--- config.mk ---
export PLATFORM = sky130hd
export DESIGN_NAME = sdi_indexer
export DESIGN_NICKNAME = d
export VERILOG_FILES = /design/src/sdi_pkg.sv /design/src/sdi_sine_rom.sv /design/src/sdi_indexer.sv
export SDC_FILE = /design/constraint.sdc
export NUM_CORES = 1
export LEC_CHECK = 0
export BUFFER_PORTS_ARGS = -buffer_cell sky130_fd_sc_hd__clkbuf_2
export CAP_MARGIN = 20
export CORE_MARGIN = 4
export CORE_UTILIZATION = 50
export DETAILED_ROUTE_END_ITERATION = 16
export GPL_TIMING_DRIVEN = 0
export PLACE_DENSITY = 0.7
export SYNTH_ARGS = -nofsm -noshare
export SYNTH_HDL_FRONTEND = slang
export SYNTH_SLANG_ARGS = --single-unit
export TNS_END_PERCENT = 10
--- constraint.sdc ---
create_clock -name sys_clk -period 9.4 [get_ports sys_clk]
set_clock_uncertainty 0.05 [all_clocks]
set_input_delay 1.88 -clock sys_clk [delete_from_list [all_inputs] [get_ports sys_clk]]
set_output_delay 1.88 -clock sys_clk [all_outputs]
set_load 0.01 [all_outputs]
--- src/sdi_pkg.sv ---
// Shared constants and types of the step and direction microstep indexer.
// Assumes one 250 MHz clock and a simple strobe register port.
// Contract
// - Step input counts rising edges only, or both edges by configuration bit.
// - Direction input level is sampled at every active step edge.
// - Resolution selects fullstep or 2 to 256 microsteps per full step.
// - Direction low increments, high decrements, by a resolution-dependent amount.
// - Counter is mapped through a sine table to sine and cosine coil targets.
// - With step and direction driving, no internal motion generator changes position.
// - Standstill reduces current with level, delay and decay; freewheel or brake optional.
// - A selectable faster standstill detection is offered.
package sdi_pkg;

    // ****************************************************************
    // Register map
    // ****************************************************************
    localparam logic [7:0] ADDR_CONF   = 8'h00;
    localparam logic [7:0] ADDR_CUR    = 8'h04;
    localparam logic [7:0] ADDR_PWRDN  = 8'h08;
    localparam logic [7:0] ADDR_STATUS = 8'h0C;
    localparam logic [7:0] ADDR_COIL   = 8'h10;

    // CONF fields.
    localparam int CONF_SDEN_BIT  = 0;
    localparam int CONF_DEDGE_BIT = 1;
    localparam int CONF_MRES_LSB  = 2;
    localparam int CONF_FAST_BIT  = 6;
    localparam int CONF_SMODE_LSB = 7;
    // CUR fields.
    localparam int CUR_IRUN_LSB   = 0;
    localparam int CUR_IHOLD_LSB  = 8;
    localparam int CUR_DECAY_LSB  = 16;
    // STATUS and COIL fields.
    localparam int STAT_STILL_BIT = 16;
    localparam int STAT_PD_BIT    = 17;
    localparam int COIL_B_LSB     = 16;

    // ****************************************************************
    // Reset values and timing
    // ****************************************************************
    localparam logic [3:0]  MRES_RST  = 4'h0;
    localparam logic [4:0]  IRUN_RST  = 5'h1F;
    localparam logic [4:0]  IHOLD_RST = 5'h08;
    localparam logic [3:0]  DECAY_RST = 4'h1;
    localparam logic [7:0]  PWRDN_RST = 8'h0A;
    localparam logic [3:0]  MRES_FULL = 4'h8;
    localparam int          STILL_DET_CYC  = 1048576;
    localparam int          FAST_STILL_CYC = 65536;
    localparam int          PD_UNIT_CYC    = 262144;
    localparam int          DECAY_UNIT_CYC = 1024;

    // ****************************************************************
    // Types
    // ****************************************************************
    typedef enum logic [1:0] {
        SDI_HOLD,
        SDI_FREE,
        SDI_BRAKE
    } sdi_smode_t;

    typedef struct packed {
        logic [7:0]  addr;
        logic [31:0] wdata;
        logic        wr;
        logic        rd;
    } sdi_bus_req_t;

    typedef struct packed {
        logic signed [8:0] a;
        logic signed [8:0] b;
    } sdi_coil_t;

    typedef struct packed {
        logic        sd_en;
        logic        dedge;
        logic [3:0]  mres;
        logic        fast;
        sdi_smode_t  smode;
        logic [4:0]  irun;
        logic [4:0]  ihold;
        logic [3:0]  decay;
        logic [7:0]  pwrdn;
        logic        step_q;
        logic [9:0]  mscnt;
        logic [31:0] idle;
        logic [13:0] dcnt;
        logic [4:0]  scale;
        logic        still;
        logic        pd;
        logic        neg_a;
        logic        neg_b;
        sdi_coil_t   coil;
        logic [31:0] rdata;
    } sdi_state_t;

endpackage : sdi_pkg

--- src/sdi_sine_rom.sv ---
// Quarter-wave sine table with two registered read ports.
// Assumes indices are applied one cycle before the values are used.
module sdi_sine_rom (
    input  wire logic       sys_clk,
    input  wire logic       resetn,
    input  wire logic [7:0] idx_a,
    input  wire logic [7:0] idx_b,
    output logic      [7:0] val_a,
    output logic      [7:0] val_b
);

    typedef struct packed {
        logic [7:0] a;
        logic [7:0] b;
    } sdi_rom_state_t;

    sdi_rom_state_t st;
    sdi_rom_state_t next_st;

    // A parabola stands in for the quarter sine; its error stays under
    // six percent and it needs no stored image.
    function automatic logic [7:0] sdi_sine(input logic [7:0] i);
        logic [31:0] x;
        logic [31:0] p;
        x = {24'h000000, i};
        p = (32'h000000F8 * x * (32'h00000200 - x)) >> 16;
        return p[7:0];
    endfunction : sdi_sine

    // ****************************************************************
    // Table read
    // ****************************************************************
    always_comb begin
        next_st.a = sdi_sine(idx_a);
        next_st.b = sdi_sine(idx_b);
    end

    always_ff @(posedge sys_clk or negedge resetn) begin
        if (!resetn) begin
            st <= '0;
        end else begin
            st <= next_st;
        end
    end

    assign val_a = st.a;
    assign val_b = st.b;

endmodule : sdi_sine_rom

--- src/sdi_indexer.sv ---
// Step and direction microstep indexer with standstill current reduction.
// Assumes step_in and dir_in are already synchronous to sys_clk.
module sdi_indexer #(
    parameter int STILL_CYC = sdi_pkg::STILL_DET_CYC,
    parameter int FAST_CYC  = sdi_pkg::FAST_STILL_CYC,
    parameter int PD_UNIT   = sdi_pkg::PD_UNIT_CYC
) (
    input  wire logic                 sys_clk,
    input  wire logic                 resetn,
    input  wire sdi_pkg::sdi_bus_req_t bus_req,
    output logic               [31:0] rdata,
    input  wire logic                 step_in,
    input  wire logic                 dir_in,
    output sdi_pkg::sdi_coil_t        coil,
    output sdi_pkg::sdi_smode_t       coil_mode,
    output logic                      standstill
);

    sdi_pkg::sdi_state_t st;
    sdi_pkg::sdi_state_t next_st;

    logic        step_evt;
    logic [9:0]  step_inc;
    logic [3:0]  mres_sat;
    logic [9:0]  phase_b;
    logic [7:0]  idx_a;
    logic [7:0]  idx_b;
    logic [7:0]  val_a;
    logic [7:0]  val_b;
    logic [31:0] still_thr;
    logic [31:0] pd_thr;
    logic [13:0] decay_len;
    logic [12:0] prod_a;
    logic [12:0] prod_b;
    logic [8:0]  mag_a;
    logic [8:0]  mag_b;

    // ****************************************************************
    // Step decoding
    // ****************************************************************
    // Active edge select.
    assign step_evt = st.sd_en && ((step_in && !st.step_q) ||
                                   (st.dedge && !step_in && st.step_q));

    assign mres_sat = (st.mres > sdi_pkg::MRES_FULL) ? sdi_pkg::MRES_FULL : st.mres;
    // Increment of 256 over microsteps per full step.
    assign step_inc = 10'h001 << mres_sat;

    // ****************************************************************
    // Sine table addressing
    // ****************************************************************
    // Cosine leads sine by a quarter period, i.e. one full step.
    assign phase_b = st.mscnt + 10'h100;
    assign idx_a   = st.mscnt[8] ? 8'hFF - st.mscnt[7:0] : st.mscnt[7:0];
    assign idx_b   = phase_b[8] ? 8'hFF - phase_b[7:0] : phase_b[7:0];

    sdi_sine_rom u_rom (
        .sys_clk (sys_clk),
        .resetn  (resetn),
        .idx_a   (idx_a),
        .idx_b   (idx_b),
        .val_a   (val_a),
        .val_b   (val_b)
    );

    // ****************************************************************
    // Standstill thresholds
    // ****************************************************************
    // Faster standstill detection.
    assign still_thr = st.fast ? 32'(FAST_CYC) : 32'(STILL_CYC);
    assign pd_thr    = still_thr + 32'(PD_UNIT) * {24'h000000, st.pwrdn};
    assign decay_len = 14'(sdi_pkg::DECAY_UNIT_CYC) * {10'h000, st.decay};

    // Current scaling: full amplitude times scale over 32.
    assign prod_a = {5'h00, val_a} * {8'h00, st.scale};
    assign prod_b = {5'h00, val_b} * {8'h00, st.scale};
    assign mag_a  = {1'b0, prod_a[12:5]};
    assign mag_b  = {1'b0, prod_b[12:5]};

    // ****************************************************************
    // Next state
    // ****************************************************************
    always_comb begin
        next_st        = st;
        next_st.step_q = step_in;
        next_st.rdata  = '0;

        if (bus_req.wr) begin
            unique case (bus_req.addr)
                sdi_pkg::ADDR_CONF: begin
                    next_st.sd_en = bus_req.wdata[sdi_pkg::CONF_SDEN_BIT];
                    next_st.dedge = bus_req.wdata[sdi_pkg::CONF_DEDGE_BIT];
                    next_st.mres  = bus_req.wdata[sdi_pkg::CONF_MRES_LSB +: 4];
                    next_st.fast  = bus_req.wdata[sdi_pkg::CONF_FAST_BIT];
                    next_st.smode = sdi_pkg::sdi_smode_t'(
                                    bus_req.wdata[sdi_pkg::CONF_SMODE_LSB +: 2]);
                end
                sdi_pkg::ADDR_CUR: begin
                    next_st.irun  = bus_req.wdata[sdi_pkg::CUR_IRUN_LSB +: 5];
                    next_st.ihold = bus_req.wdata[sdi_pkg::CUR_IHOLD_LSB +: 5];
                    next_st.decay = bus_req.wdata[sdi_pkg::CUR_DECAY_LSB +: 4];
                end
                sdi_pkg::ADDR_PWRDN: begin
                    next_st.pwrdn = bus_req.wdata[7:0];
                end
                default: begin
                end
            endcase
        end

        if (bus_req.rd) begin
            unique case (bus_req.addr)
                sdi_pkg::ADDR_CONF: begin
                    next_st.rdata[sdi_pkg::CONF_SDEN_BIT]       = st.sd_en;
                    next_st.rdata[sdi_pkg::CONF_DEDGE_BIT]      = st.dedge;
                    next_st.rdata[sdi_pkg::CONF_MRES_LSB +: 4]  = st.mres;
                    next_st.rdata[sdi_pkg::CONF_FAST_BIT]       = st.fast;
                    next_st.rdata[sdi_pkg::CONF_SMODE_LSB +: 2] = st.smode;
                end
                sdi_pkg::ADDR_CUR: begin
                    next_st.rdata[sdi_pkg::CUR_IRUN_LSB +: 5]  = st.irun;
                    next_st.rdata[sdi_pkg::CUR_IHOLD_LSB +: 5] = st.ihold;
                    next_st.rdata[sdi_pkg::CUR_DECAY_LSB +: 4] = st.decay;
                end
                sdi_pkg::ADDR_PWRDN: begin
                    next_st.rdata[7:0] = st.pwrdn;
                end
                sdi_pkg::ADDR_STATUS: begin
                    next_st.rdata[9:0]                   = st.mscnt;
                    next_st.rdata[sdi_pkg::STAT_STILL_BIT] = st.still;
                    next_st.rdata[sdi_pkg::STAT_PD_BIT]    = st.pd;
                end
                sdi_pkg::ADDR_COIL: begin
                    next_st.rdata[8:0]                       = st.coil.a;
                    next_st.rdata[sdi_pkg::COIL_B_LSB +: 9]  = st.coil.b;
                end
                default: begin
                end
            endcase
        end

        // Position only ever moves on external step edges.
        if (step_evt) begin
            // Low counts up, high counts down.
            if (!dir_in) begin
                next_st.mscnt = st.mscnt + step_inc;
            end else begin
                next_st.mscnt = st.mscnt - step_inc;
            end
            next_st.idle  = '0;
            next_st.dcnt  = '0;
            next_st.still = 1'b0;
            next_st.pd    = 1'b0;
            next_st.scale = st.irun;
        end else begin
            // The idle count saturates so a long pause never wraps back to motion.
            if (st.idle != 32'hFFFFFFFF) begin
                next_st.idle = st.idle + 32'h00000001;
            end
            // Standstill flag from selected detection time.
            if (st.idle + 32'h00000001 >= still_thr) begin
                next_st.still = 1'b1;
            end
            // Delay then stepwise decay towards hold current.
            if (st.idle >= pd_thr) begin
                next_st.pd = 1'b1;
            end
            if (!st.pd) begin
                next_st.scale = st.irun;
            end else if (st.scale > st.ihold) begin
                if (st.dcnt >= decay_len) begin
                    next_st.dcnt  = '0;
                    next_st.scale = st.scale - 5'h01;
                end else begin
                    next_st.dcnt = st.dcnt + 14'h0001;
                end
            end else begin
                next_st.scale = st.ihold;
            end
        end

        // Signed coil targets from the table, one cycle behind lookup.
        next_st.neg_a  = st.mscnt[9];
        next_st.neg_b  = phase_b[9];
        next_st.coil.a = st.neg_a ? -mag_a : mag_a;
        next_st.coil.b = st.neg_b ? -mag_b : mag_b;
        // Freewheel and brake drop both coil targets.
        if (st.pd && st.scale == st.ihold && st.smode != sdi_pkg::SDI_HOLD) begin
            next_st.coil = '0;
        end
    end

    always_ff @(posedge sys_clk or negedge resetn) begin
        if (!resetn) begin
            st       <= '0;
            st.sd_en <= 1'b1;
            st.mres  <= sdi_pkg::MRES_RST;
            st.irun  <= sdi_pkg::IRUN_RST;
            st.ihold <= sdi_pkg::IHOLD_RST;
            st.decay <= sdi_pkg::DECAY_RST;
            st.pwrdn <= sdi_pkg::PWRDN_RST;
            st.scale <= sdi_pkg::IRUN_RST;
            st.smode <= sdi_pkg::SDI_HOLD;
        end else begin
            st <= next_st;
        end
    end

    // ****************************************************************
    // Outputs
    // ****************************************************************
    assign rdata      = st.rdata;
    assign coil       = st.coil;
    assign standstill = st.still;
    assign coil_mode  = (st.pd && st.scale == st.ihold) ? st.smode : sdi_pkg::SDI_HOLD;
endmodule : sdi_indexer

; ---- Word level (Yosys, flattened, before mapping)
; Cells that the tools add are included.
[totals]
in_bits = 46
regBits = 153
[op_classes]
multipliers = 6
order_cmp = 5
mux = 29
eq_ne = 7
n_shift = 1
n_reduce_logical = 20
n_addsub = 13
[ops]
columns = op, count
row1 = $mul A13 B32 Y21, 2
row2 = $mux W53, 1
row3 = $mux W14, 3
row4 = $add A32 B1 Y32 const B, 1
row5 = $ge A32 B21 Y1, 1
row6 = $ge A32 B27 Y1, 1
row7 = $mux W32, 1
row8 = $ne A32 B32 Y1 const B, 1
row9 = $add A21 B26 Y27, 1
row10 = $mux W9, 3
row11 = $mul A5 B8 Y13 const A, 2
row12 = $mul A8 B5 Y13, 2
row13 = $pmux W5 S5, 1
row14 = $sub A10 B8 Y11 const A, 2
row15 = $mux W21, 1
row16 = $mux W5, 4
row17 = $mux W18, 1
row18 = $neg A8 Y9, 2
row19 = $eq A8 B4 Y1 const B, 2
row20 = $mux W8, 2
row21 = $sub A8 B8 Y8 const A, 2
row22 = $add A14 B1 Y14 const B, 1
row23 = $ge A14 B14 Y1, 1
row24 = $mux W13, 1
row25 = 27 further kinds, 42

; ---- Depth between registers and ports, before layout
; Gate-level depths: netlist (run 1).
[depth]
ltp_word = 7
ltp_mapped = 36
mapped_depth_nobuf = 34

; ---- By module
; From an unflattened synthesis (run 1), not the netlist that was laid out.
[hier_totals]
hier_cells = 2352
hier_area_um2 = 21084.0
[modules_own_cells]
columns = module, seq_area_each_um2, cells_per_inst, instances, area_each_um2
row1 = sdi_indexer, 3447.1, 1185, 1, 10752.8
row2 = sdi_sine_rom, 400.4, 1167, 1, 10331.2

; ---- Least setup slack after synthesis (run 1)
; Ideal clock, no wire load.
[synth_timing]
kind = register to register
from = reg st[106] (netlist name)
to = reg u_rom.st, in the netlist u_rom.val_b[7]
arrival_time_ns = 8.677
stages_incl_launch_ff = 33
required_ns = 9.270
setup_slack_ns = 0.593
setup_ns = 0.080
path_cell_list = dfrtp_1 -> buf_4 -> xor2_1 -> clkbuf_1 -> buf_1 -> ha_1 -> fa_1 -> inv_1 -> fa_1 -> inv_1 -> ha_1 -> nor2b_1 -> o21ai_0 -> a21oi_1 -> o41a_1 -> xnor2_1 -> nand2b_1 -> fa_1 -> fa_1 -> inv_1 -> fa_1 -> fa_1 -> inv_1 -> fa_1 -> inv_1 -> ha_1 -> a21o_1 -> a21oi_1 -> nand2b_1 -> nand3_1 -> a311oi_1 -> xor2_1 -> xnor2_1
[synth_rtl]
columns = element, line_no
row1 = from (decl), sdi_indexer.sv:19  ; sdi_pkg::sdi_state_t st;
row2 = from (signal assigned), sdi_indexer.sv:205  ; st <= next_st;
row3 = to (signal assigned), sdi_sine_rom.sv:42  ; st <= next_st;
row4 = to (decl), sdi_sine_rom.sv:17  ; sdi_rom_state_t st;

==> metrics.txt, run 1 <==
status=finished, final reports clean; Hold Path Class=flop to flop; Non-Filler Instances=3041; Yosys warnings=0; sequential area share after synthesis=0.185; Antenna Cells=0; synthesized area per cell=8.76 µm²; cell row count=74; Setup crit end kind=flop; Max Freq=0.111 GHz; post-DP HPWL=40.1 mm; Clock Tree Buf Depth=2; Final Hold Fails=0; Final period util=0.956; IO buf count=73; CTS root buffer=clkbuf_16; layout cells sized above 1=0.119; dpl cells=2992; Wirelength per Cell=16.3 µm; insertion delay to the later sink of the worst-skew pair=0.44 ns; TritonRoute pass-1 iters=7; synth unique cells=76; Die X=212 µm; Num CTS Buffers=17; gp weighted congestion=0.869; CP Launch Type=flop; post-place instance area=0.0219 mm²; fin nets=3007; most frequent cells in the layout=inv_1, nand2_1, ha_1; fin. max-slew vios=0; remaining antenna violation count after routing=0; pre-CTS setup slack=-1.49 ns; initial antenna violation count=0; max-capacitance violation count=0; crit-path max cell delay=0.58 ns; CP Class=flop to flop; post-synthesis cell area=0.0208 mm²; first-pass GRT wire length=83.8 mm; Die Footprint=0.0448 mm²; Global Route met3 Usage=0.0268; pin count of the biggest net entering global routing=97; Post-synth EDFFs=0; H-Tree Level Count=4; met1 Use GR=0.312; Data arrival, critical path=9.27 ns; routed vias/inst=5.40; asr flop ratio synth=1.00; crit-path max FO=10; CORE AREA=0.0409 mm²; most used cell, CP=fa_1; commonest non-fill, non-tap cell in the layout=inv_1; Setup Viol. Count Final=0; Final Critical Period=8.98 ns; initial core utilization=0.507; routed vias=16424; flops & latches, synth=153; Cells after Synth=2371; DRC viols=0; final wirelength=49.5 mm; DRT iter0 DRCs=1182; met2 usage=0.384; clock-pin transition on the worst setup and hold timing paths=0.06 ns; worst path required time=9.69 ns; # IOs=99; Layout area overhead=10.4%; CTS Hold Buffers Added=0; CTS Sinks=153; main flop type after synthesis=dfrtp_1; chip height=212 µm; slowest CP cell=fa_1; Slew headroom=0.242; GRT Max-Usage Layer=met2; Setup WS post-layout=0.417 ns; gr ovfl total=0; CTS tree=yes; GRT Total Usage=0.226; worst slew pin tran=1.13 ns; Fin Hold WS=0.469 ns; vias in the first global route=16896; final design instance area without fill=0.0229 mm²
-- flip-flops by register name, indices dropped and copies added (netlist names) --
register	count
standstill	1
u_rom.val_a	8
next_st	1
u_rom.val_b	8
coil	18
rdata	22
st	95
-- synthesized netlist by cell type (7+ instances only) --
| cell type | number | area [µm²] |
|---|---|---|
| nor2_1 | 178 | 668 |
| a31oi_1 | 15 | 93.8 |
| a222oi_1 | 11 | 110 |
| or2_2 | 9 | 56.3 |
| and3_1 | 36 | 225 |
| clkbuf_1 | 53 | 199 |
| ha_1 | 240 | 3000 |
| buf_1 | 10 | 37.5 |
| a21oi_1 | 93 | 465 |
| dfstp_2 | 15 | 394 |
| nor4_1 | 14 | 87.6 |
| buf_4 | 51 | 383 |
| nand4_1 | 17 | 106 |
| xnor2_1 | 97 | 850 |
| a211oi_1 | 11 | 82.6 |
| and2_1 | 54 | 338 |
| nor2b_1 | 21 | 131 |
| inv_1 | 391 | 1470 |
| o22ai_1 | 7 | 43.8 |
| nand3_1 | 47 | 235 |
| dfrtp_1 | 138 | 3450 |
| a22oi_1 | 9 | 67.6 |
| o21a_1 | 10 | 75.1 |
| a21o_1 | 20 | 150 |
| mux2_2 | 33 | 372 |
| xor2_1 | 53 | 464 |
| fa_1 | 225 | 4500 |
| nand2_1 | 255 | 957 |
| or3_1 | 14 | 87.6 |
| o21ai_0 | 62 | 310 |
| nand2b_1 | 38 | 238 |
| o31ai_1 | 7 | 52.6 |
| nor3_1 | 41 | 205 |
-- what timing repair did --
action,in CTS,in global routing
setup buffers,2,16
pin swaps,3,8
gates resized for setup,33,36
endpoints found under the setup margin,16,15
-- per-layer routing --
layer / share of wire / routed length (µm) / vias up
li1: - / - / 7847
met1: 0.45 / 22200 / 8097
met2: 0.48 / 23900 / 404
met3: 0.048 / 2390 / 76
met4: 0.020 / 999 / 0
met5: 0 / 0 / -
-- logic make-up after synthesis --
family	count (synthesis)	synth area share
multiplexers	39	0.0208
XOR/XNOR	153	0.0656
AND/OR/NAND/NOR	753	0.173
flip-flops	153	0.185
adder cells (fa/ha/maj)	465	0.362
buffers and inverters	514	0.103
other	1	0.000181
AO/OA/AOI/OAI	293	0.0903
-- worst max-delay path: cells and delay by family, from the launching register on --
family          cells  cell delay, ns
flops               1            0.42
simple gates        6            1.35
buf+inv             9            0.97
xor+xnor            1            0.28
compound gates      5            1.01
fa+ha+maj          11            4.82
-- final cells by class --
type	count	area, µm²
inverters	392	1480
well taps	532	666
fillers	3649	18000
flip-flops and latches	153	3850
clock inverters	10	104
repair buffers	94	553
multi-input cells	1717	15100
clock buffers	22	454
plain buffers	121	687
-- worst paths after layout --
kind / endpoint / cells after the start / from / slack, ns
setup / recovery: u_rom.val_a[4]$_DFF_PN0_ / 32 / st[113]$_DFFE_PN0P_ / 0.42
hold / removal: rdata[20]$_DFF_PN0_ / 1 / coil[4]$_DFF_PN0_ / 0.47
setup reg to reg: u_rom.val_a[4]$_DFF_PN0_ / 32 / st[113]$_DFFE_PN0P_ / 0.42
hold reg to reg: rdata[20]$_DFF_PN0_ / 1 / coil[4]$_DFF_PN0_ / 0.47
max in group asynchronous: st[106]$_DFFE_PN0P_ / 2 / resetn / 7.08
min in group asynchronous: rdata[20]$_DFF_PN0_ / 1 / resetn / 1.37
-- metrics by stage --
step / setup TNS, ns / util
2_1_floorplan: 0 / -
3_3_place_gp: -14.18 / 0.534
3_5_place_dp: -14.68 / 0.535
4_1_cts: 0 / 0.554
5_1_grt: -0.0169 / 0.560
6_report: 0 / 0.560
Power of run 1 is not shown: default switching activity piles up to over one toggle a cycle in this logic, so the estimate is an artifact.
==> run 2, diff against run 1 <==
--- a/config.mk
+++ b/config.mk
@@ -5,6 +5,7 @@
 export SDC_FILE = /design/constraint.sdc
 export NUM_CORES = 1
 export LEC_CHECK = 0
+export ABC_AREA = 1
 export BUFFER_PORTS_ARGS = -buffer_cell sky130_fd_sc_hd__clkbuf_2
 export CAP_MARGIN = 20
 export CORE_MARGIN = 4
==> run 2 against run 1 <==
- non-clock buffer count down 45
- global-route usage is 0.86 points higher
- design area up 1.6%
- cell count is 16% higher
- wire length rose by 6.6%
- critical path depth grew 4
- flip-flop and latch count did not move
- utilization is 0.87 points lower
- synthesized area is 3.5% higher
- worst hold slack worse by 0.032 ns
- highest routed layer unchanged
- register-to-register slack gained 0.08 ns
==> metrics.txt, run 2 <==
RSZ-0062 raised after global routing=false; Slew headroom=0.367 (+0.125); number of flip-flops in the largest register=95 (unchanged); main combinational cell family by area after synthesis=adder cells; Cells after Synth=2858 (+21%); GRT Max-Usage Layer=met2; TritonRoute pass-1 iters=6 (-1); Wirelength per Cell=15.0 µm (-7.8%); worst path required time=9.67 ns (-0.02 ns); GRT Total Usage=0.235 (+0.00855); Clock Tree Buf Depth=2 (unchanged); cell row count=75 (+1.4%); asr flop ratio synth=1.00 (unchanged); remaining antenna violation count after routing=0 (unchanged); synthesized area per cell=7.52 µm² (-14%); Yosys warnings=0 (unchanged); XOR/XNOR Fraction of Synth Area=0.0419 (-0.0237); routed vias/inst=5.17 (-4.3%); post-synthesis cell area=0.0215 mm² (+3.5%); Compound-Gate Fraction of Synth Area=0.0724 (-0.0179); vias in the first global route=18540 (+9.7%); mux contribution to synthesized area=0.000524 (-0.0203); Layout area overhead=8.39%; cell taking the most area after synthesis=fa_1; first-pass GRT wire length=90.6 mm (+8.2%); Setup Viol. Count Final=0 (unchanged); fin nets=3475 (+16%); final wirelength=52.8 mm (+6.6%); most frequent cell after synthesis=nand2_1; commonest non-fill, non-tap cell in the layout=nand2_1; Data arrival, critical path=9.18 ns (-0.09 ns); gp weighted congestion=0.936 (+7.7%); DRC viols=0 (unchanged); min-delay src=coil[6]$_DFF_PN0_; gr ovfl total=0 (unchanged); Worst Path Buf+Inv=9 (unchanged); Num CTS Buffers=17 (unchanged); simple-gate portion of the synthesized area=0.218 (+0.0450); Die Footprint=0.0464 mm² (+3.4%); Post-synth EDFFs=0 (unchanged); CTS tree=yes; main flop type after synthesis=dfrtp_1; reg2reg start=st[113]$_DFFE_PN0P_; CTS root buffer=clkbuf_16; setup_tns=0 ns (unchanged); Final Hold Fails=0 (unchanged); flops & latches, synth=153 (unchanged); post-synthesis adder-cell area fraction=0.349 (-0.0123); Die X=215 µm (+1.7%); crit-path max FO=10 (unchanged); Hold Path Class=flop to flop; Setup WS post-layout=0.498 ns (+0.0812 ns); Setup crit end kind=flop; Max Freq=0.112 GHz (+0.91%); Top reg by flops=st; sequential area share after synthesis=0.179 (-0.00628); crit path from=st[113]$_DFFE_PN0P_; met1 Use GR=0.316 (+0.00368); CTS Hold Buffers Added=0 (unchanged); IO buf count=71 (-2.7%); routed vias=18181 (+11%); post-DP HPWL=44.0 mm (+9.6%); Final period util=0.947 (-0.00864); worst slew pin tran=0.943 ns (-0.184 ns); CP Class=flop to flop; chip height=215 µm (+1.7%); clock-pin transition on the worst setup and hold timing paths=0.08 ns (+0.02 ns); most frequent cells in the layout=nand2_1, inv_1, nor2_1; Post-synth top cells=nand2_1, inv_1, nor2_1, ha_1, fa_1; initial antenna violation count=0 (unchanged); met2 usage=0.406 (+0.0229); Final Critical Period=8.90 ns (-0.0812 ns); synth unique cells=55 (-28%); H-Tree Level Count=4 (unchanged); initial core utilization=0.509 (+0.00158); CORE AREA=0.0422 mm² (+3.2%); # IOs=99 (unchanged); CP delay by family, top=adder cells; top-area cell type share of the netlist area=0.210 (-0.00735); fin. max-slew vios=0 (unchanged); most used cell, CP=nand2_1; pin count of the biggest net entering global routing=103 (+6.2%); pre-CTS setup slack=-0.448 ns (+1.04 ns); crit-path max cell delay=0.57 ns (about the same); insertion delay to the later sink of the worst-skew pair=0.45 ns (about the same); status=finished, final reports clean; layout cells sized above 1=0.0816 (-0.0375); Fin Hold WS=0.437 ns (-0.0321 ns); max-capacitance violation count=0 (unchanged); Global Route met3 Usage=0.0332 (+0.00637); top post-synthesis cells by area=fa_1, dfrtp_1, ha_1; CTS Sinks=153 (unchanged); CP Launch Type=flop; slowest CP cell=fa_1; DRT iter0 DRCs=1212 (+2.5%)
## run 2: cell count changes after synthesis, moves of 22 or more
cell      delta
and2_1      -49
clkbuf_1    -22
and3_1      -36
o21ai_0     +61
mux2_2      -32
inv_1      +230
nand2_1    +405
nand3_1     +36
nor2_1      +89
xnor2_1     -72
nand2b_1    -38
## run 2: layout make-up
class | instances | area (µm²)
Fill cell | 3990 | 18900
Multi-Input combinational cell | 1985 | 14800
Sequential cell | 153 | 3850
Inverter | 637 | 2390
Tap cell | 539 | 674
Buffer | 95 | 583
Clock buffer | 17 | 425
Timing Repair Buffer | 75 | 414
Clock inverter | 15 | 179
Antenna cell | 1 | 2.50
## run 2: path summary, 6_finish.rpt
path                                             to  slack, ns  cells after the start
max in group asynchronous        st[55]$_DFFE_PN1P_       7.09                      2
max reg2reg                u_rom.val_a[7]$_DFF_PN0_       0.50                     36
max                        u_rom.val_a[7]$_DFF_PN0_       0.50                     36
min reg2reg                     rdata[22]$_DFF_PN0_       0.44                      2
min in group asynchronous        st[87]$_DFFE_PN0P_       1.34                      1
min                             rdata[22]$_DFF_PN0_       0.44                      2
## run 2: tightest hold or removal path, cell delays in order, from the launching register on
cell	delay (ns)
dfrtp_1	0.37
inv_1	0.05
nor2_1	0.04
## run 2: cells by family (layout without fill, tap and decap cells)
family	count (synthesis)	in the layout
compound gates	283	283
xor+xnor	93	93
fa+ha+maj	465	465
buf+inv	733	839
flops	153	153
mux	1	1
other cells	1	15
simple gates	1129	1129
## run 2: through the flow
step	instance area, µm²	util	std cells
after floorplan	21500	-	2871
after global placement	22600	0.534	3481
after detailed placement	22600	0.535	3482
after CTS	23200	0.550	3513
after global routing	23300	0.552	3516
final	23300	0.552	3517
## run 2: layer usage
metal,vias to the layer above,wire length [µm]
met5,-,0
met4,0,911
met3,58,2770
met2,488,25900
met1,8739,23200
li1,8896,-
## run 2: timing repair
| action | in CTS | in global routing |
|---|---|---|
| buffers inserted | 0 | 3 |
| endpoints found under the hold margin | 0 | 0 |
| gates resized for setup | 0 | 14 |
| endpoints found under the setup margin | 10 | 11 |
| pin swaps | 0 | 2 |
Power of run 2 is left out for the same reason.
==> run 3, diff against run 2 <==
--- a/config.mk
+++ b/config.mk
@@ -9,10 +9,10 @@
 export BUFFER_PORTS_ARGS = -buffer_cell sky130_fd_sc_hd__clkbuf_2
 export CAP_MARGIN = 20
 export CORE_MARGIN = 4
-export CORE_UTILIZATION = 50
+export CORE_UTILIZATION = 48
 export DETAILED_ROUTE_END_ITERATION = 16
 export GPL_TIMING_DRIVEN = 0
-export PLACE_DENSITY = 0.7
+export PLACE_DENSITY = 0.67
 export SYNTH_ARGS = -nofsm -noshare
 export SYNTH_HDL_FRONTEND = slang
 export SYNTH_SLANG_ARGS = --single-unit
==> run 3 against run 2 <==
- die area rose by 4.0%
- critical path depth unchanged
- critical endpoint unchanged
- fmax fell by 0.56%
- non-clock buffer count decreased by 1
- worst hold slack better by 0.0070 ns
- worst setup slack got worse by 0.050 ns
==> metrics.txt, run 3 (synthesis results as in run 2) <==
GRT Max-Usage Layer=met2; gr ovfl total=0 (unchanged); # IOs=99 (unchanged); slowest CP cell=fa_1; Final period util=0.952 (+0.00534); Global Route met3 Usage=0.0248 (-0.00837); final wirelength=52.9 mm (+0.22%); GRT Total Usage=0.227 (-0.00829); met2 usage=0.394 (-0.0129); min-delay src=coil[4]$_DFF_PN0_; reg2reg start=st[113]$_DFFE_PN0P_; number of flip-flops in the largest register=95 (unchanged); crit path from=st[113]$_DFFE_PN0P_; post-DP HPWL=44.3 mm (+0.83%); Antenna Cells=0 (-1); Slew headroom=0.410 (+0.0437); H-Tree Level Count=4 (unchanged); FF-to-FF End=u_rom.val_a[7]$_DFF_PN0_; insertion delay to the later sink of the worst-skew pair=0.45 ns (about the same); fin. max-slew vios=0 (unchanged); final-layout fill cell count=4180 (+4.8%); first-pass GRT wire length=89.4 mm (-1.4%); CP Launch Type=flop; Setup crit end=u_rom.val_a[7]$_DFF_PN0_; status=finished, final reports clean; DRT iter0 DRCs=1293 (+6.7%); clock-pin transition on the worst setup and hold timing paths=0.07 ns (about the same); CP Class=flop to flop; Final Critical Period=8.95 ns (+0.0502 ns); commonest non-fill, non-tap cell in the layout=nand2_1; remaining antenna violation count after routing=0 (unchanged); crit-path max FO=10 (unchanged); Clock Tree Buf Depth=2 (unchanged); worst path required time=9.68 ns (about the same); layout cells sized above 1=0.0817 (about the same); chip height=220 µm (+2.0%); vias in the first global route=18515 (-0.13%); pin count of the biggest net entering global routing=84 (-18%); most frequent cells in the layout=nand2_1, inv_1, nor2_1; Hold Path Class=flop to flop; IO buf count=71 (unchanged); Setup crit end kind=flop; met1 Use GR=0.300 (-0.0156); Die X=220 µm (+2.0%); Final Hold Fails=0 (unchanged); gp weighted congestion=0.933 (-0.28%); CORE AREA=0.0442 mm² (+4.7%); Max Freq=0.112 GHz (-0.56%); Layout area overhead=8.68%; fin nets=3474 (-0.029%); cell row count=77 (+2.7%); initial core utilization=0.486 (-0.0229); Register Area=0.00385 mm² (unchanged); initial antenna violation count=1 (+1); TritonRoute pass-1 iters=8 (+2); Wirelength per Cell=14.8 µm (-1.2%); routed vias=18109 (-0.40%); routed vias/inst=5.08 (-1.8%); FF-to-FF setup slack=0.45 ns (-0.05 ns); crit-path max cell delay=0.58 ns (about the same); CTS Sinks=153 (unchanged); DRC viols=0 (unchanged); max-capacitance violation count=0 (unchanged); Non-Filler Instances=3568 (+1.5%); dpl cells=3535 (+1.5%); Die Footprint=0.0482 mm² (+4.0%); multi-input combinational cell area=0.0148 mm² (about the same); Top reg by flops=st; Setup Viol. Count Final=0 (unchanged); worst slew pin tran=0.878 ns (-0.0650 ns); Data arrival, critical path=9.23 ns (+0.05 ns); Reg2Reg Depth=36 (unchanged); CTS tree=yes; CTS root buffer=clkbuf_16; Num CTS Buffers=17 (unchanged)
==> run 3: repair_timing <==
action,4_1_cts,5_1_grt
gates resized for setup,1,15
pin swaps,0,3
hold buffers,0,0
buffers inserted,0,2
endpoints found under the setup margin,10,11
==> run 3: area by class of cell <==
| type | instances | area share |
|---|---|---|
| multi-input combinational | 1985 | 0.633 |
| sequential | 153 | 0.165 |
| inverter | 637 | 0.103 |
| tap | 592 | 0.0317 |
| buffer | 95 | 0.0250 |
| clock buffer | 17 | 0.0182 |
| timing repair buffer | 74 | 0.0174 |
| clock inverter | 15 | 0.00750 |
==> run 3: worst min-delay path by stage <==
stage / depth (start not counted) / slack (ns) / endpoint
after detailed placement: 2 / 0.43 / st[116]$_DFFE_PN0P_
after global placement: 2 / 0.42 / st[116]$_DFFE_PN0P_
after global routing: 2 / 0.46 / rdata[20]$_DFF_PN0_
final: 2 / 0.44 / rdata[20]$_DFF_PN0_
after floorplan: 0 / 0.40 / st[51]$_DFF_PN0_
after CTS: 2 / 0.45 / st[116]$_DFFE_PN0P_
==> run 3: metal layers <==
metal  vias up  part of all wire
met5         -                 0
met4         0             0.027
met3        84             0.051
met2       461              0.48
met1      8672              0.44
li1       8892                 -
==> run 3: through the flow <==
step | TNS, ns | utilization | hold slack, ns | instance area [µm²] | setup slack (ns)
global route | -0.0360 | 0.528 | 0.457 | 23400 | -0.0360
CTS | 0 | 0.526 | 0.446 | 23300 | 0.135
global placement | -1.11 | 0.512 | 0.422 | 22600 | -0.295
finish | 0 | 0.528 | 0.444 | 23400 | 0.448
detailed placement | -2.67 | 0.513 | 0.430 | 22700 | -0.527
floorplan | 0 | - | 0.396 | 21500 | 1.26
==> run 3: worst max-delay path, delay by kind of cell (launching register included) <==
| family | cells | cell delay, ns |
|---|---|---|
| AO/OA/AOI/OAI | 2 | 0.44 |
| XOR/XNOR | 1 | 0.31 |
| adder cells (fa/ha/maj) | 11 | 4.89 |
| buffers and inverters | 9 | 0.83 |
| flip-flops | 1 | 0.47 |
| AND/OR/NAND/NOR | 13 | 1.85 |
Power of run 3 is left out for the same reason.
